`src/hw/remote_temp_pkg.sv`:
```
// Purpose: Shared constants and types for the remote temperature result and offset block.
// Assumes: One 50 MHz clock, synchronous active-low reset, AXI4-Lite register access.
// Notes: Register indices are word indices; byte address is four times the index.
package remote_temp_pkg;

  // Data widths of the measurement path
  localparam int RAW_W = 14;          // Raw converter word, signed, 1/32 degree per step
  localparam int TEMP_W = 13;         // Reading word: eight integer and five fraction bits
  localparam int OFS_W = 11;          // Offset word: eight integer and three fraction bits
  localparam int AXI_ADDR_W = 8;      // Enough for the highest word index
  localparam int AXI_DATA_W = 32;

  // Word indices of the registers
  localparam logic [5:0] IDX_SGN_HI = 6'h01;
  localparam logic [5:0] IDX_SGN_LO = 6'h10;
  localparam logic [5:0] IDX_OFS_HI = 6'h11;
  localparam logic [5:0] IDX_OFS_LO = 6'h12;
  localparam logic [5:0] IDX_UNS_HI = 6'h31;
  localparam logic [5:0] IDX_UNS_LO = 6'h32;
  localparam logic [5:0] IDX_CTRL = 6'h3F;

  // Field positions
  localparam int INT_LSB = 5;         // Lowest integer bit inside a reading word
  localparam int FRAC_MSB = 4;        // Highest fraction bit inside a reading word
  localparam int OFS_LO_LSB = 2;      // Offset fraction bits sit at 4..2 of the low byte
  localparam int CTRL_FILT_BIT = 0;   // Filter enable in the control register

  // Values after reset
  localparam logic [7:0] OFS_HI_RST = 8'h00;
  localparam logic [2:0] OFS_LO_RST = 3'h0;
  localparam logic CTRL_FILT_RST = 1'b0;

  // Bus answers
  localparam logic [1:0] RESP_OKAY = 2'h0;
  localparam logic [1:0] RESP_SLVERR = 2'h2;

  // Signed and unsigned forms of one corrected result
  typedef struct packed {
    logic [TEMP_W-1:0] sgn;           // Two's complement, saturated
    logic [TEMP_W-1:0] uns;           // Unsigned, saturated at zero and full scale
  } temp_pair_t;

  // Whole state of the register block
  typedef struct packed {
    logic [7:0] ofs_hi;               // Offset integer part
    logic [2:0] ofs_lo;               // Offset fraction part
    logic filt_en;                    // Remote filter enable
    temp_pair_t rd;                   // Latest readings
    logic [7:0] sgn_lo_snap;          // Low byte frozen at high-byte read
    logic [7:0] uns_lo_snap;
    logic aw_held;
    logic [AXI_ADDR_W-1:0] aw_addr;
    logic w_held;
    logic [7:0] w_data;
    logic w_lane;                     // Byte lane zero was enabled
    logic awready;
    logic wready;
    logic bvalid;
    logic [1:0] bresp;
    logic arready;
    logic rvalid;
    logic [AXI_DATA_W-1:0] rdata;
    logic [1:0] rresp;
  } state_t;

endpackage

```
`src/hw/remote_temp_regs.sv`:
```
// Purpose: AXI4-Lite register block for remote temperature readings and offset.
// Assumes: conv_valid_i pulses once per finished conversion with conv_raw_i valid.
// Notes: Reading a high byte freezes the matching low byte for a coherent pair.
`timescale 1ns/1ps
module remote_temp_regs
  import remote_temp_pkg::*;
(
  input wire logic clk_i,
  input wire logic rst_n_i,
  // Converter side
  input wire logic conv_valid_i,
  input wire logic [RAW_W-1:0] conv_raw_i,
  // Write address channel
  input wire logic awvalid_i,
  output logic awready_o,
  input wire logic [AXI_ADDR_W-1:0] awaddr_i,
  input wire logic [2:0] awprot_i,
  // Write data channel
  input wire logic wvalid_i,
  output logic wready_o,
  input wire logic [AXI_DATA_W-1:0] wdata_i,
  input wire logic [3:0] wstrb_i,
  // Write response channel
  output logic bvalid_o,
  input wire logic bready_i,
  output logic [1:0] bresp_o,
  // Read address channel
  input wire logic arvalid_i,
  output logic arready_o,
  input wire logic [AXI_ADDR_W-1:0] araddr_i,
  input wire logic [2:0] arprot_i,
  // Read data channel
  output logic rvalid_o,
  input wire logic rready_i,
  output logic [AXI_DATA_W-1:0] rdata_o,
  output logic [1:0] rresp_o
);

  state_t st;                         // Registered state
  state_t next_st;                    // Next state
  temp_pair_t fmt;                    // Corrected readings of the current raw word
  logic aw_fire;
  logic w_fire;
  logic ar_fire;
  logic [5:0] ar_idx;
  logic [5:0] aw_idx;

  // Offset correction and formatting
  temp_format #(
    .RAW_BITS(RAW_W),
    .OUT_BITS(TEMP_W),
    .OFS_BITS(OFS_W)
  ) u_format (
    .raw_i(conv_raw_i),
    .offset_i({st.ofs_hi, st.ofs_lo}),
    .filt_en_i(st.filt_en),
    .pair_o(fmt)
  );

  // Read value of one register index, bits above the byte read as zero
  function automatic logic [7:0] read_byte(input logic [5:0] idx, input state_t s);
    logic [7:0] v;
    v = 8'h00;
    unique case (idx)
      IDX_SGN_HI: v = s.rd.sgn[TEMP_W-1:INT_LSB];
      IDX_SGN_LO: v = s.sgn_lo_snap;
      IDX_OFS_HI: v = s.ofs_hi;
      IDX_OFS_LO: v = {3'b000, s.ofs_lo, 2'b00};
      IDX_UNS_HI: v = s.rd.uns[TEMP_W-1:INT_LSB];
      IDX_UNS_LO: v = s.uns_lo_snap;
      IDX_CTRL: v = {7'h00, s.filt_en};
      default: v = 8'h00;
    endcase
    return v;
  endfunction

  // True when an index names a register at all
  function automatic logic is_mapped(input logic [5:0] idx);
    return idx == IDX_SGN_HI || idx == IDX_SGN_LO || idx == IDX_OFS_HI ||
           idx == IDX_OFS_LO || idx == IDX_UNS_HI || idx == IDX_UNS_LO || idx == IDX_CTRL;
  endfunction

  assign aw_fire = awvalid_i && st.awready;
  assign w_fire = wvalid_i && st.wready;
  assign ar_fire = arvalid_i && st.arready;
  assign ar_idx = araddr_i[7:2];

  // Next-state logic for bus, registers and readings
  always_comb begin
    next_st = st;
    aw_idx = st.aw_addr[7:2];
    // Response channels drop once taken
    if (st.bvalid && bready_i) begin
      next_st.bvalid = 1'b0;
    end
    if (st.rvalid && rready_i) begin
      next_st.rvalid = 1'b0;
    end
    // Capture address and data independently, in either order
    if (aw_fire) begin
      next_st.aw_held = 1'b1;
      next_st.aw_addr = awaddr_i;
      aw_idx = awaddr_i[7:2];
    end
    if (w_fire) begin
      next_st.w_held = 1'b1;
      next_st.w_data = wdata_i[7:0];
      next_st.w_lane = wstrb_i[0];
    end
    // Perform the write once both halves are in
    if (next_st.aw_held && next_st.w_held && !next_st.bvalid) begin
      next_st.aw_held = 1'b0;
      next_st.w_held = 1'b0;
      next_st.bvalid = 1'b1;
      next_st.bresp = is_mapped(aw_idx) ? RESP_OKAY : RESP_SLVERR;
      // Only lane zero carries register bits; other lanes are ignored
      if (next_st.w_lane) begin
        unique case (aw_idx)
          IDX_OFS_HI: next_st.ofs_hi = next_st.w_data;
          IDX_OFS_LO: next_st.ofs_lo = next_st.w_data[OFS_LO_LSB+2:OFS_LO_LSB];
          IDX_CTRL: next_st.filt_en = next_st.w_data[CTRL_FILT_BIT];
          default: begin
            // Readings are read-only and unmapped words hold nothing
          end
        endcase
      end
    end
    // Read: data from the current state, so a pair never straddles an update
    if (ar_fire) begin
      next_st.rvalid = 1'b1;
      next_st.rdata = {24'h000000, read_byte(ar_idx, st)};
      next_st.rresp = is_mapped(ar_idx) ? RESP_OKAY : RESP_SLVERR;
      // High-byte read freezes its low byte, relying on high-first order
      if (ar_idx == IDX_UNS_HI) begin
        next_st.uns_lo_snap = {3'b000, st.rd.uns[FRAC_MSB:0]};
      end
      if (ar_idx == IDX_SGN_HI) begin
        next_st.sgn_lo_snap = {3'b000, st.rd.sgn[FRAC_MSB:0]};
      end
    end
    // Both forms come from the same corrected result, same edge
    if (conv_valid_i) begin
      next_st.rd = fmt;
    end
    // Ready flags: one outstanding item per channel
    next_st.awready = !next_st.aw_held && !next_st.bvalid;
    next_st.wready = !next_st.w_held && !next_st.bvalid;
    next_st.arready = !next_st.rvalid;
  end

  // State register with synchronous reset
  always_ff @(posedge clk_i) begin
    if (!rst_n_i) begin
      st <= '0;
      st.ofs_hi <= OFS_HI_RST;
      st.ofs_lo <= OFS_LO_RST;
      st.filt_en <= CTRL_FILT_RST;
    end else begin
      st <= next_st;
    end
  end

  // Outputs straight from the state register
  assign awready_o = st.awready;
  assign wready_o = st.wready;
  assign bvalid_o = st.bvalid;
  assign bresp_o = st.bresp;
  assign arready_o = st.arready;
  assign rvalid_o = st.rvalid;
  assign rdata_o = st.rdata;
  assign rresp_o = st.rresp;

  // Readings follow the conversion on the next edge
  unsigned_update_a: assert property (
    @(posedge clk_i) disable iff (!rst_n_i)
    conv_valid_i |=> st.rd.uns == $past(fmt.uns) && st.rd.sgn == $past(fmt.sgn))
    else $error("readings not updated together");

  // Filter off clears the two lowest bits
  filter_off_zero_a: assert property (
    @(posedge clk_i) disable iff (!rst_n_i)
    conv_valid_i && !st.filt_en |=> st.rd.uns[1:0] == 2'b00 && st.rd.sgn[1:0] == 2'b00)
    else $error("low bits not zero with filter off");

  // Filter on passes the fine fraction through
  filter_on_pass_a: assert property (
    @(posedge clk_i) disable iff (!rst_n_i)
    conv_valid_i && st.filt_en && fmt.uns != 13'h0000 && fmt.uns != 13'h1FFF
    |=> st.rd.uns[1:0] == $past(conv_raw_i[1:0]))
    else $error("fine fraction lost with filter on");

  // Zero offset leaves an in-range raw value unchanged
  offset_zero_a: assert property (
    @(posedge clk_i) disable iff (!rst_n_i)
    conv_valid_i && st.filt_en && st.ofs_hi == 8'h00 && st.ofs_lo == 3'h0 &&
    conv_raw_i[RAW_W-1] == conv_raw_i[RAW_W-2]
    |=> st.rd.sgn == $past(conv_raw_i[TEMP_W-1:0]))
    else $error("zero offset changed the reading");

  // Unsigned high byte returns the integer part
  unsigned_high_read_a: assert property (
    @(posedge clk_i) disable iff (!rst_n_i)
    ar_fire && ar_idx == IDX_UNS_HI
    |=> rvalid_o && rdata_o == {24'h000000, $past(st.rd.uns[TEMP_W-1:INT_LSB])})
    else $error("unsigned high byte wrong");

  // Unsigned high-byte read freezes the matching low byte
  pair_snapshot_a: assert property (
    @(posedge clk_i) disable iff (!rst_n_i)
    ar_fire && ar_idx == IDX_UNS_HI
    |=> st.uns_lo_snap == {3'b000, $past(st.rd.uns[FRAC_MSB:0])})
    else $error("low byte not frozen at high read");

  // Unsigned low byte returns the frozen fraction
  unsigned_low_read_a: assert property (
    @(posedge clk_i) disable iff (!rst_n_i)
    ar_fire && ar_idx == IDX_UNS_LO |=> rdata_o == {24'h000000, $past(st.uns_lo_snap)})
    else $error("unsigned low byte wrong");

  // A negative signed reading means the unsigned one is zero
  sign_unsigned_a: assert property (
    @(posedge clk_i) disable iff (!rst_n_i)
    st.rd.sgn[TEMP_W-1] |-> st.rd.uns == 13'h0000)
    else $error("sign and unsigned reading disagree");

  // Offset low byte layout on read back
  offset_low_read_a: assert property (
    @(posedge clk_i) disable iff (!rst_n_i)
    ar_fire && ar_idx == IDX_OFS_LO
    |=> rdata_o == {24'h000000, 3'b000, $past(st.ofs_lo), 2'b00})
    else $error("offset low byte layout wrong");

  // Write response holds until taken
  bresp_hold_a: assert property (
    @(posedge clk_i) disable iff (!rst_n_i)
    bvalid_o && !bready_i |=> bvalid_o && $stable(bresp_o))
    else $error("write response dropped early");

  // Address and data are refused while a response waits
  write_ready_gate_a: assert property (
    @(posedge clk_i) disable iff (!rst_n_i)
    bvalid_o |-> !awready_o && !wready_o)
    else $error("write channel ready while response waits");

  // Address channel is refused while read data wait
  read_ready_gate_a: assert property (
    @(posedge clk_i) disable iff (!rst_n_i)
    rvalid_o |-> !arready_o)
    else $error("read address ready while data wait");

  // Read data and answer code stand until taken
  read_data_hold_a: assert property (
    @(posedge clk_i) disable iff (!rst_n_i)
    rvalid_o && !rready_i |=> rvalid_o && $stable(rdata_o) && $stable(rresp_o))
    else $error("read data dropped early");

  // Address and data taken together are answered on the next edge
  write_answer_a: assert property (
    @(posedge clk_i) disable iff (!rst_n_i)
    aw_fire && w_fire |=> bvalid_o)
    else $error("write not answered");

  // Offset high byte takes lane zero of the written word
  offset_high_write_a: assert property (
    @(posedge clk_i) disable iff (!rst_n_i)
    aw_fire && w_fire && wstrb_i[0] && awaddr_i[7:2] == IDX_OFS_HI
    |=> st.ofs_hi == $past(wdata_i[7:0]))
    else $error("offset high byte not written");

  // Offset low byte takes bits 4..2 of lane zero, the rest is dropped
  offset_low_write_a: assert property (
    @(posedge clk_i) disable iff (!rst_n_i)
    aw_fire && w_fire && wstrb_i[0] && awaddr_i[7:2] == IDX_OFS_LO
    |=> st.ofs_lo == $past(wdata_i[OFS_LO_LSB+2:OFS_LO_LSB]))
    else $error("offset low byte not written");

  // Filter enable follows a write of the control word
  filter_write_a: assert property (
    @(posedge clk_i) disable iff (!rst_n_i)
    aw_fire && w_fire && wstrb_i[0] && awaddr_i[7:2] == IDX_CTRL
    |=> st.filt_en == $past(wdata_i[CTRL_FILT_BIT]))
    else $error("filter enable not written");

  // Unmapped places read as zero with an error code
  unmapped_read_a: assert property (
    @(posedge clk_i) disable iff (!rst_n_i)
    ar_fire && !is_mapped(ar_idx) |=> rresp_o == RESP_SLVERR && rdata_o == 32'h00000000)
    else $error("unmapped read not refused");

  // Signed high byte returns the sign and integer part
  signed_high_read_a: assert property (
    @(posedge clk_i) disable iff (!rst_n_i)
    ar_fire && ar_idx == IDX_SGN_HI
    |=> rdata_o == {24'h000000, $past(st.rd.sgn[TEMP_W-1:INT_LSB])})
    else $error("signed high byte wrong");

  // A positive unclipped reading has the same bits in both forms
  form_match_a: assert property (
    @(posedge clk_i) disable iff (!rst_n_i)
    !st.rd.sgn[TEMP_W-1] && st.rd.sgn[TEMP_W-2:2] != 10'h3FF |-> st.rd.uns == st.rd.sgn)
    else $error("unsigned and signed forms disagree");

endmodule

```
`src/hw/temp_format.sv`:
```
// Purpose: Adds the offset to a raw result and forms signed and unsigned readings.
// Assumes: Offset fraction step is four raw steps.
// Notes: Purely combinational; the caller registers the result.
`timescale 1ns/1ps
module temp_format
  import remote_temp_pkg::*;
#(
  parameter int RAW_BITS = RAW_W,
  parameter int OUT_BITS = TEMP_W,
  parameter int OFS_BITS = OFS_W
) (
  input wire logic [RAW_BITS-1:0] raw_i,
  input wire logic [OFS_BITS-1:0] offset_i,
  input wire logic filt_en_i,
  output temp_pair_t pair_o
);

  // Layout is fixed by the reading format; refuse anything else
  if (RAW_BITS != OUT_BITS + 1 || OFS_BITS + 2 != OUT_BITS || OUT_BITS != TEMP_W) begin : g_bad
    $error("temp_format: unsupported widths");
  end

  localparam int SUM_W = RAW_BITS + 1;
  localparam logic signed [SUM_W-1:0] SGN_MAX = SUM_W'((1 << (OUT_BITS - 1)) - 1);
  localparam logic signed [SUM_W-1:0] SGN_MIN = -SUM_W'(1 << (OUT_BITS - 1));
  localparam logic signed [SUM_W-1:0] UNS_MAX = SUM_W'((1 << OUT_BITS) - 1);

  logic signed [SUM_W-1:0] raw_ext;   // Raw value, sign extended
  logic signed [SUM_W-1:0] ofs_ext;   // Offset scaled to raw steps
  logic signed [SUM_W-1:0] sum;       // Corrected value
  logic [OUT_BITS-1:0] sgn_sat;
  logic [OUT_BITS-1:0] uns_sat;
  logic [OUT_BITS-1:0] keep_mask;     // Clears the filtered fraction when filter is off

  // Offset correction and saturation; one sum feeds both forms
  always_comb begin
    raw_ext = {raw_i[RAW_BITS-1], raw_i};
    ofs_ext = {{(SUM_W-OFS_BITS-2){offset_i[OFS_BITS-1]}}, offset_i, 2'b00};
    sum = raw_ext + ofs_ext;
    // Signed form clips at plus and minus full scale
    if (sum > SGN_MAX) begin
      sgn_sat = SGN_MAX[OUT_BITS-1:0];
    end else if (sum < SGN_MIN) begin
      sgn_sat = SGN_MIN[OUT_BITS-1:0];
    end else begin
      sgn_sat = sum[OUT_BITS-1:0];
    end
    // Unsigned form cannot show below zero
    if (sum < 0) begin
      uns_sat = '0;
    end else if (sum > UNS_MAX) begin
      uns_sat = UNS_MAX[OUT_BITS-1:0];
    end else begin
      uns_sat = sum[OUT_BITS-1:0];
    end
    // Extra resolution only exists when the filter runs
    keep_mask = filt_en_i ? '1 : {{(OUT_BITS-2){1'b1}}, 2'b00};
    pair_o.sgn = sgn_sat & keep_mask;
    pair_o.uns = uns_sat & keep_mask;
  end

endmodule

```
`config.mk`:
```
export PLATFORM = sky130hd
export DESIGN_NAME = remote_temp_regs
export DESIGN_NICKNAME = d
export VERILOG_FILES = /design/src/hw/remote_temp_pkg.sv /design/src/hw/remote_temp_regs.sv /design/src/hw/temp_format.sv
export SDC_FILE = /design/constraint.sdc
export NUM_CORES = 1
export LEC_CHECK = 0
export BUFFER_PORTS_ARGS = -buffer_cell sky130_fd_sc_hd__buf_2
export CAP_MARGIN = 20
export CORE_MARGIN = 2
export CORE_UTILIZATION = 43
export DETAILED_ROUTE_END_ITERATION = 16
export PLACE_DENSITY = 0.69
export SYNTH_ARGS = -nofsm -noshare
export SYNTH_HDL_FRONTEND = slang
export SYNTH_SLANG_ARGS = --single-unit
export TNS_END_PERCENT = 1
```
`constraint.sdc`:
```
create_clock -name clk_i -period 2.2 [get_ports clk_i]
set_input_delay 0.33 -clock clk_i [delete_from_list [all_inputs] [get_ports clk_i]]
set_output_delay 0.33 -clock clk_i [all_outputs]
set_load 0.05 [all_outputs]
```
==> report_table.html <==
<table>
<tr><th>Metric</th><th>Value</th></tr>
<tr><th colspan="2">Drt</th></tr>
<tr><td>Number of DRC markers after the initial detailed-route iteration</td><td>roughly 220</td></tr>
<tr><td>Number of vias per cell</td><td>between 5 and 6</td></tr>
<tr><td>Number of search-and-repair iterations in the first detailed-routing pass</td><td>5</td></tr>
<tr><td>Detailed-route DRC error count</td><td>0</td></tr>
<tr><td>Detail Route Antenna Nets</td><td>0</td></tr>
<tr><td>Vias</td><td>between 3000 and 4000</td></tr>
<tr><td>Average wire length per cell after detail routing</td><td>14.8 um</td></tr>
<tr><td>Wirelength, routed</td><td>around 11 mm</td></tr>
<tr><th colspan="2">Finish</th></tr>
<tr><td>Post-route cell area</td><td>5220 um^2</td></tr>
<tr><td>Number of nets in the layout</td><td>a little under 700</td></tr>
<tr><td>Fraction of final layout cells with drive strength greater than 1</td><td>27.5%</td></tr>
<tr><td>Final standard cell utilization of the core</td><td>a little over half</td></tr>
<tr><td>Antenna diode count</td><td>0</td></tr>
<tr><td>Area of the multi-input gates</td><td>2470 um^2</td></tr>
<tr><td>Non-filler cells, final</td><td>725</td></tr>
<tr><td>Total of fill cells in the finished design</td><td>915</td></tr>
<tr><td>Register Area</td><td>about 1600 um^2</td></tr>
<tr><td>Area added between synthesis and finish</td><td>20.3%</td></tr>
<tr><th colspan="2">Timing</th></tr>
<tr><td>Total Neg Setup Slack</td><td>-1890 ps</td></tr>
<tr><td>Worst Clk Skew</td><td>roughly 12 ps</td></tr>
<tr><td>Final worst-path setup slack</td><td>-159 ps</td></tr>
<tr><td>Final hold vios</td><td>0</td></tr>
<tr><td>Final setup vio count</td><td>25</td></tr>
<tr><td>Post-Route Hold Slack</td><td>between 200 and 250 ps</td></tr>
<tr><td>Worst-case headroom to the max-slew limit</td><td>65.2%</td></tr>
<tr><td>Final cycle utilization of the critical path</td><td>107%</td></tr>
<tr><td>Final-report max-slew violation count</td><td>0</td></tr>
<tr><td>Max Clk Rate</td><td>~420 MHz</td></tr>
<tr><td>Min Tclk post-route</td><td>approximately 2400 ps</td></tr>
<tr><td>Setup repair after global routing missed its margin</td><td>yes</td></tr>
<tr><td>Slew @ Worst Pin</td><td>~520 ps</td></tr>
<tr><th colspan="2">Placement</th></tr>
<tr><td>DP Worst Slack</td><td>-366 ps</td></tr>
<tr><td>Post-DP HPWL</td><td>approximately 8 mm</td></tr>
<tr><td>Cells after DPL</td><td>between 700 and 800</td></tr>
<tr><td>Number of input and output port buffers inserted</td><td>57</td></tr>
<tr><td>Final weighted congestion in routability-driven placement</td><td>around 0.82</td></tr>
<tr><td>DP Area</td><td>4920 um^2</td></tr>
<tr><th colspan="2">Global route</th></tr>
<tr><td>Maximum number of pins on one net before global-route repair</td><td>~50</td></tr>
<tr><td>Total global routing overflow</td><td>0</td></tr>
<tr><td>Vias in the first global route</td><td>~3700</td></tr>
<tr><td>Total routing resource utilization after global routing</td><td>between 20% and 30%</td></tr>
<tr><td>Global-route wire length before repair</td><td>~18 mm</td></tr>
<tr><td>Initial antenna violation count</td><td>0</td></tr>
<tr><th colspan="2">Logic synthesis</th></tr>
<tr><td>Most frequently used cell type in the post-synthesis netlist</td><td>sky130_fd_sc_hd__dfxtp_1</td></tr>
<tr><td>Average footprint of a synthesized cell</td><td>8.62 um^2</td></tr>
<tr><td>Most area-hungry cell type in the Yosys netlist</td><td>sky130_fd_sc_hd__dfxtp_1</td></tr>
<tr><td>Predominant post-synthesis flop cell</td><td>sky130_fd_sc_hd__dfxtp_1</td></tr>
<tr><td>Yosys warns</td><td>0</td></tr>
<tr><td>Cell types with the largest area share after synthesis</td><td>sky130_fd_sc_hd__dfxtp_1, sky130_fd_sc_hd__mux2i_1, sky130_fd_sc_hd__buf_4</td></tr>
<tr><td>Number of register bits inferred by synthesis</td><td>80</td></tr>
<tr><td>Area fraction of the dominant cell type after synthesis</td><td>approximately 37%</td></tr>
<tr><td>Synthesized instance count</td><td>roughly 500</td></tr>
<tr><td>Number of enable-type register cells in the synthesized netlist</td><td>0</td></tr>
<tr><td>Most numerous cell types in the synthesized netlist</td><td>sky130_fd_sc_hd__dfxtp_1, sky130_fd_sc_hd__nor2_1, sky130_fd_sc_hd__buf_4, sky130_fd_sc_hd__mux2i_1, sky130_fd_sc_hd__a21oi_1</td></tr>
<tr><td>Sequential element share of the synthesized area</td><td>a little under two fifths</td></tr>
<tr><td>Cell area after synthesis</td><td>~4300 um^2</td></tr>
<tr><td>Distinct cell type count of the synthesized netlist</td><td>62</td></tr>
<tr><td>Synth async-reset ratio</td><td>0%</td></tr>
<tr><th colspan="2">CTS</th></tr>
<tr><td>Worst-Skew Late Latency</td><td>350 ps</td></tr>
<tr><td>TritonCTS clock tree</td><td>built</td></tr>
<tr><td>Clock slew at reported path FFs</td><td>80 ps</td></tr>
<tr><td>CTS sink cnt</td><td>80</td></tr>
<tr><td>Cell at the root of the clock tree</td><td>sky130_fd_sc_hd__clkbuf_8</td></tr>
<tr><td>Clock buffers created by TritonCTS</td><td>9</td></tr>
<tr><td>CTS H-Tree Depth</td><td>3</td></tr>
<tr><td>CTS Buffer Depth</td><td>2</td></tr>
<tr><th colspan="2">Run</th></tr>
<tr><td>Max cap viols</td><td>0</td></tr>
<tr><th colspan="2">Floorplan</th></tr>
<tr><td>Die area</td><td>~11000 um^2</td></tr>
<tr><td>I/O pin total</td><td>~120</td></tr>
<tr><td>Placeable core region</td><td>9770 um^2</td></tr>
<tr><td>Die boundary height</td><td>roughly 100 um</td></tr>
<tr><td>Die Width</td><td>~100 um</td></tr>
<tr><td>Initial standard-cell utilization of the core</td><td>44.4%</td></tr>
<tr><td>Row cnt</td><td>36</td></tr>
<tr><th colspan="2">Hold path</th></tr>
<tr><td>Class of the most critical hold timing path</td><td>primary input to register</td></tr>
<tr><th colspan="2">Critical path</th></tr>
<tr><td>Critical path class</td><td>register to register</td></tr>
<tr><td>Max incr delay on CP</td><td>approximately 350 ps</td></tr>
<tr><td>Cell family with most CP delay</td><td>compound AO/OA/AOI/OAI gates</td></tr>
<tr><td>Worst-path cell with the longest stage delay</td><td>sky130_fd_sc_hd__dfxtp_2</td></tr>
<tr><td>Most frequent cell on the critical path</td><td>sky130_fd_sc_hd__buf_6</td></tr>
<tr><td>Cells along the critical path</td><td>ha_4 -&gt; inv_2 -&gt; fa_2 -&gt; nor2b_2 -&gt; o31a_1 -&gt; o211ai_1 -&gt; buf_4 -&gt; nand3_2 -&gt; o211ai_2 -&gt; buf_6 -&gt; buf_6 -&gt; nand4_1 -&gt; a31oi_1</td></tr>
<tr><td>Element type at the critical path start</td><td>register</td></tr>
<tr><td>Arrival time at the worst endpoint</td><td>2630 ps</td></tr>
<tr><td>Max Fanout on Critical Path</td><td>5</td></tr>
<tr><td>Kind of end point of the critical path</td><td>register</td></tr>
<tr><td>Buffering stage count on the worst path with inverters included</td><td>4</td></tr>
<tr><td>Worst EP required</td><td>~2500 ps</td></tr>
<tr><th colspan="2">Pwr</th></tr>
<tr><td>Maximum vdd ir drop</td><td>0.302 mV</td></tr>
<tr><td>Static leakage power</td><td>about 2.3 nW</td></tr>
<tr><td>Total power divided by cell area</td><td>around 620 nW/um^2</td></tr>
<tr><td>Overall power of the completed layout</td><td>3.25 mW</td></tr>
<tr><th colspan="2">Status</th></tr>
<tr><td>Result of the run</td><td>finished with violations</td></tr>
<tr><td>Violated checks</td><td>negative setup slack</td></tr>
</table>
-- power by group --
part           switching [mW]  total, mW  leakage [nW]  internal, mW
clock network           0.516       1.15         0.103         0.635
registers              0.0273       1.53         0.655          1.51
logic                   0.377      0.560          1.55         0.183
total                   0.920       3.25          2.31          2.33
-- timing repair --
action / CTS / global route
setup buffers: 3 / 1
pin swaps: 20 / 4
hold buffers: 0 / 0
resized for setup: 10 / 8
setup endpoints to repair: 26 / 25
gates cloned: 1 / 0
endpoints found under the hold margin: 0 / 0
-- registers in the layout, summed over array words and instances, names as in the netlist --
register and count:
awready_o 1, rdata_o 8, rresp_o 1, arready_o 1, rvalid_o 1, wready_o 1, bresp_o 1, st 65
bvalid_o 1
-- worst register-to-register path, delay by kind of cell, from the launching register on --
kind                     cells  cell delay (ps)
AO/OA/AOI/OAI                4              920
buffers and inverters        4              470
adder cells (fa/ha/maj)      2              360
flip-flops                   1              350
AND/OR/NAND/NOR              3              200
-- per-layer routing --
| metal | vias to the layer above | part of all wire, % | GRT usage (%) |
|---|---|---|---|
| li1 | 1900 | - | - |
| met1 | 1763 | 48 | 26.9 |
| met2 | 125 | 45 | 31.8 |
| met3 | 16 | 5.5 | 4.14 |
| met4 | 0 | 2.1 | 8.30 |
| met5 | - | 0 | 0 |
-- kinds of logic after synthesis --
kind of cell	Yosys count	synth area share (%)
AND/OR/NAND/NOR	170	20.0
AO/OA/AOI/OAI	119	18.1
flip-flops	80	36.9
buffers and inverters	72	9.81
multiplexers	43	10.1
adder cells (fa/ha/maj)	13	3.92
XOR/XNOR	5	1.01
other	1	0.0865
-- worst paths after layout --
check,startpoint,endpoint,slack [ps],depth (start not counted)
setup / recovery,st[103],st[97],-160,13
hold / removal,wdata_i[1],st[43],240,3
setup reg to reg,st[103],st[97],-160,13
hold reg to reg,bresp_o[1],bresp_o[1],460,2
-- cell usage in the layout (no fill, tap or decap), types with 3 or more instances in the layout --
master                     instances
sky130_fd_sc_hd__o21ai_1           6
sky130_fd_sc_hd__nand4_1           9
sky130_fd_sc_hd__nand3_1           7
sky130_fd_sc_hd__o21a_1            4
sky130_fd_sc_hd__nor2b_1           3
sky130_fd_sc_hd__nand2_1          31
sky130_fd_sc_hd__mux2i_1          37
sky130_fd_sc_hd__nand3b_1          3
sky130_fd_sc_hd__buf_4            48
sky130_fd_sc_hd__buf_6             4
sky130_fd_sc_hd__dfxtp_1          76
sky130_fd_sc_hd__and3_1            5
sky130_fd_sc_hd__a211oi_1          4
sky130_fd_sc_hd__and2_1           10
sky130_fd_sc_hd__mux2_2            6
sky130_fd_sc_hd__a31oi_1          11
sky130_fd_sc_hd__nor2_1           51
sky130_fd_sc_hd__dfxtp_2           4
sky130_fd_sc_hd__ha_1             10
sky130_fd_sc_hd__a221oi_1          5
sky130_fd_sc_hd__a21oi_1          31
sky130_fd_sc_hd__conb_1           26
sky130_fd_sc_hd__inv_1             7
sky130_fd_sc_hd__o211ai_1         11
sky130_fd_sc_hd__a22oi_1           3
sky130_fd_sc_hd__nor3_1           10
sky130_fd_sc_hd__xnor2_1           5
sky130_fd_sc_hd__clkbuf_8          9
sky130_fd_sc_hd__buf_2            58
sky130_fd_sc_hd__nand2b_1         22
sky130_fd_sc_hd__o21ai_0          21
-- area by class of cell --
type                            count  share of cell area [%]
Multi-Input combinational cell    376                    47.3
Sequential cell                    80                    30.8
Timing Repair Buffer              112                    14.1
Tap cell                          133                    3.19
Clock buffer                       10                    2.45
Clock inverter                      5                    1.56
Inverter                            9                   0.647
Power figures use the tool's default switching activity.
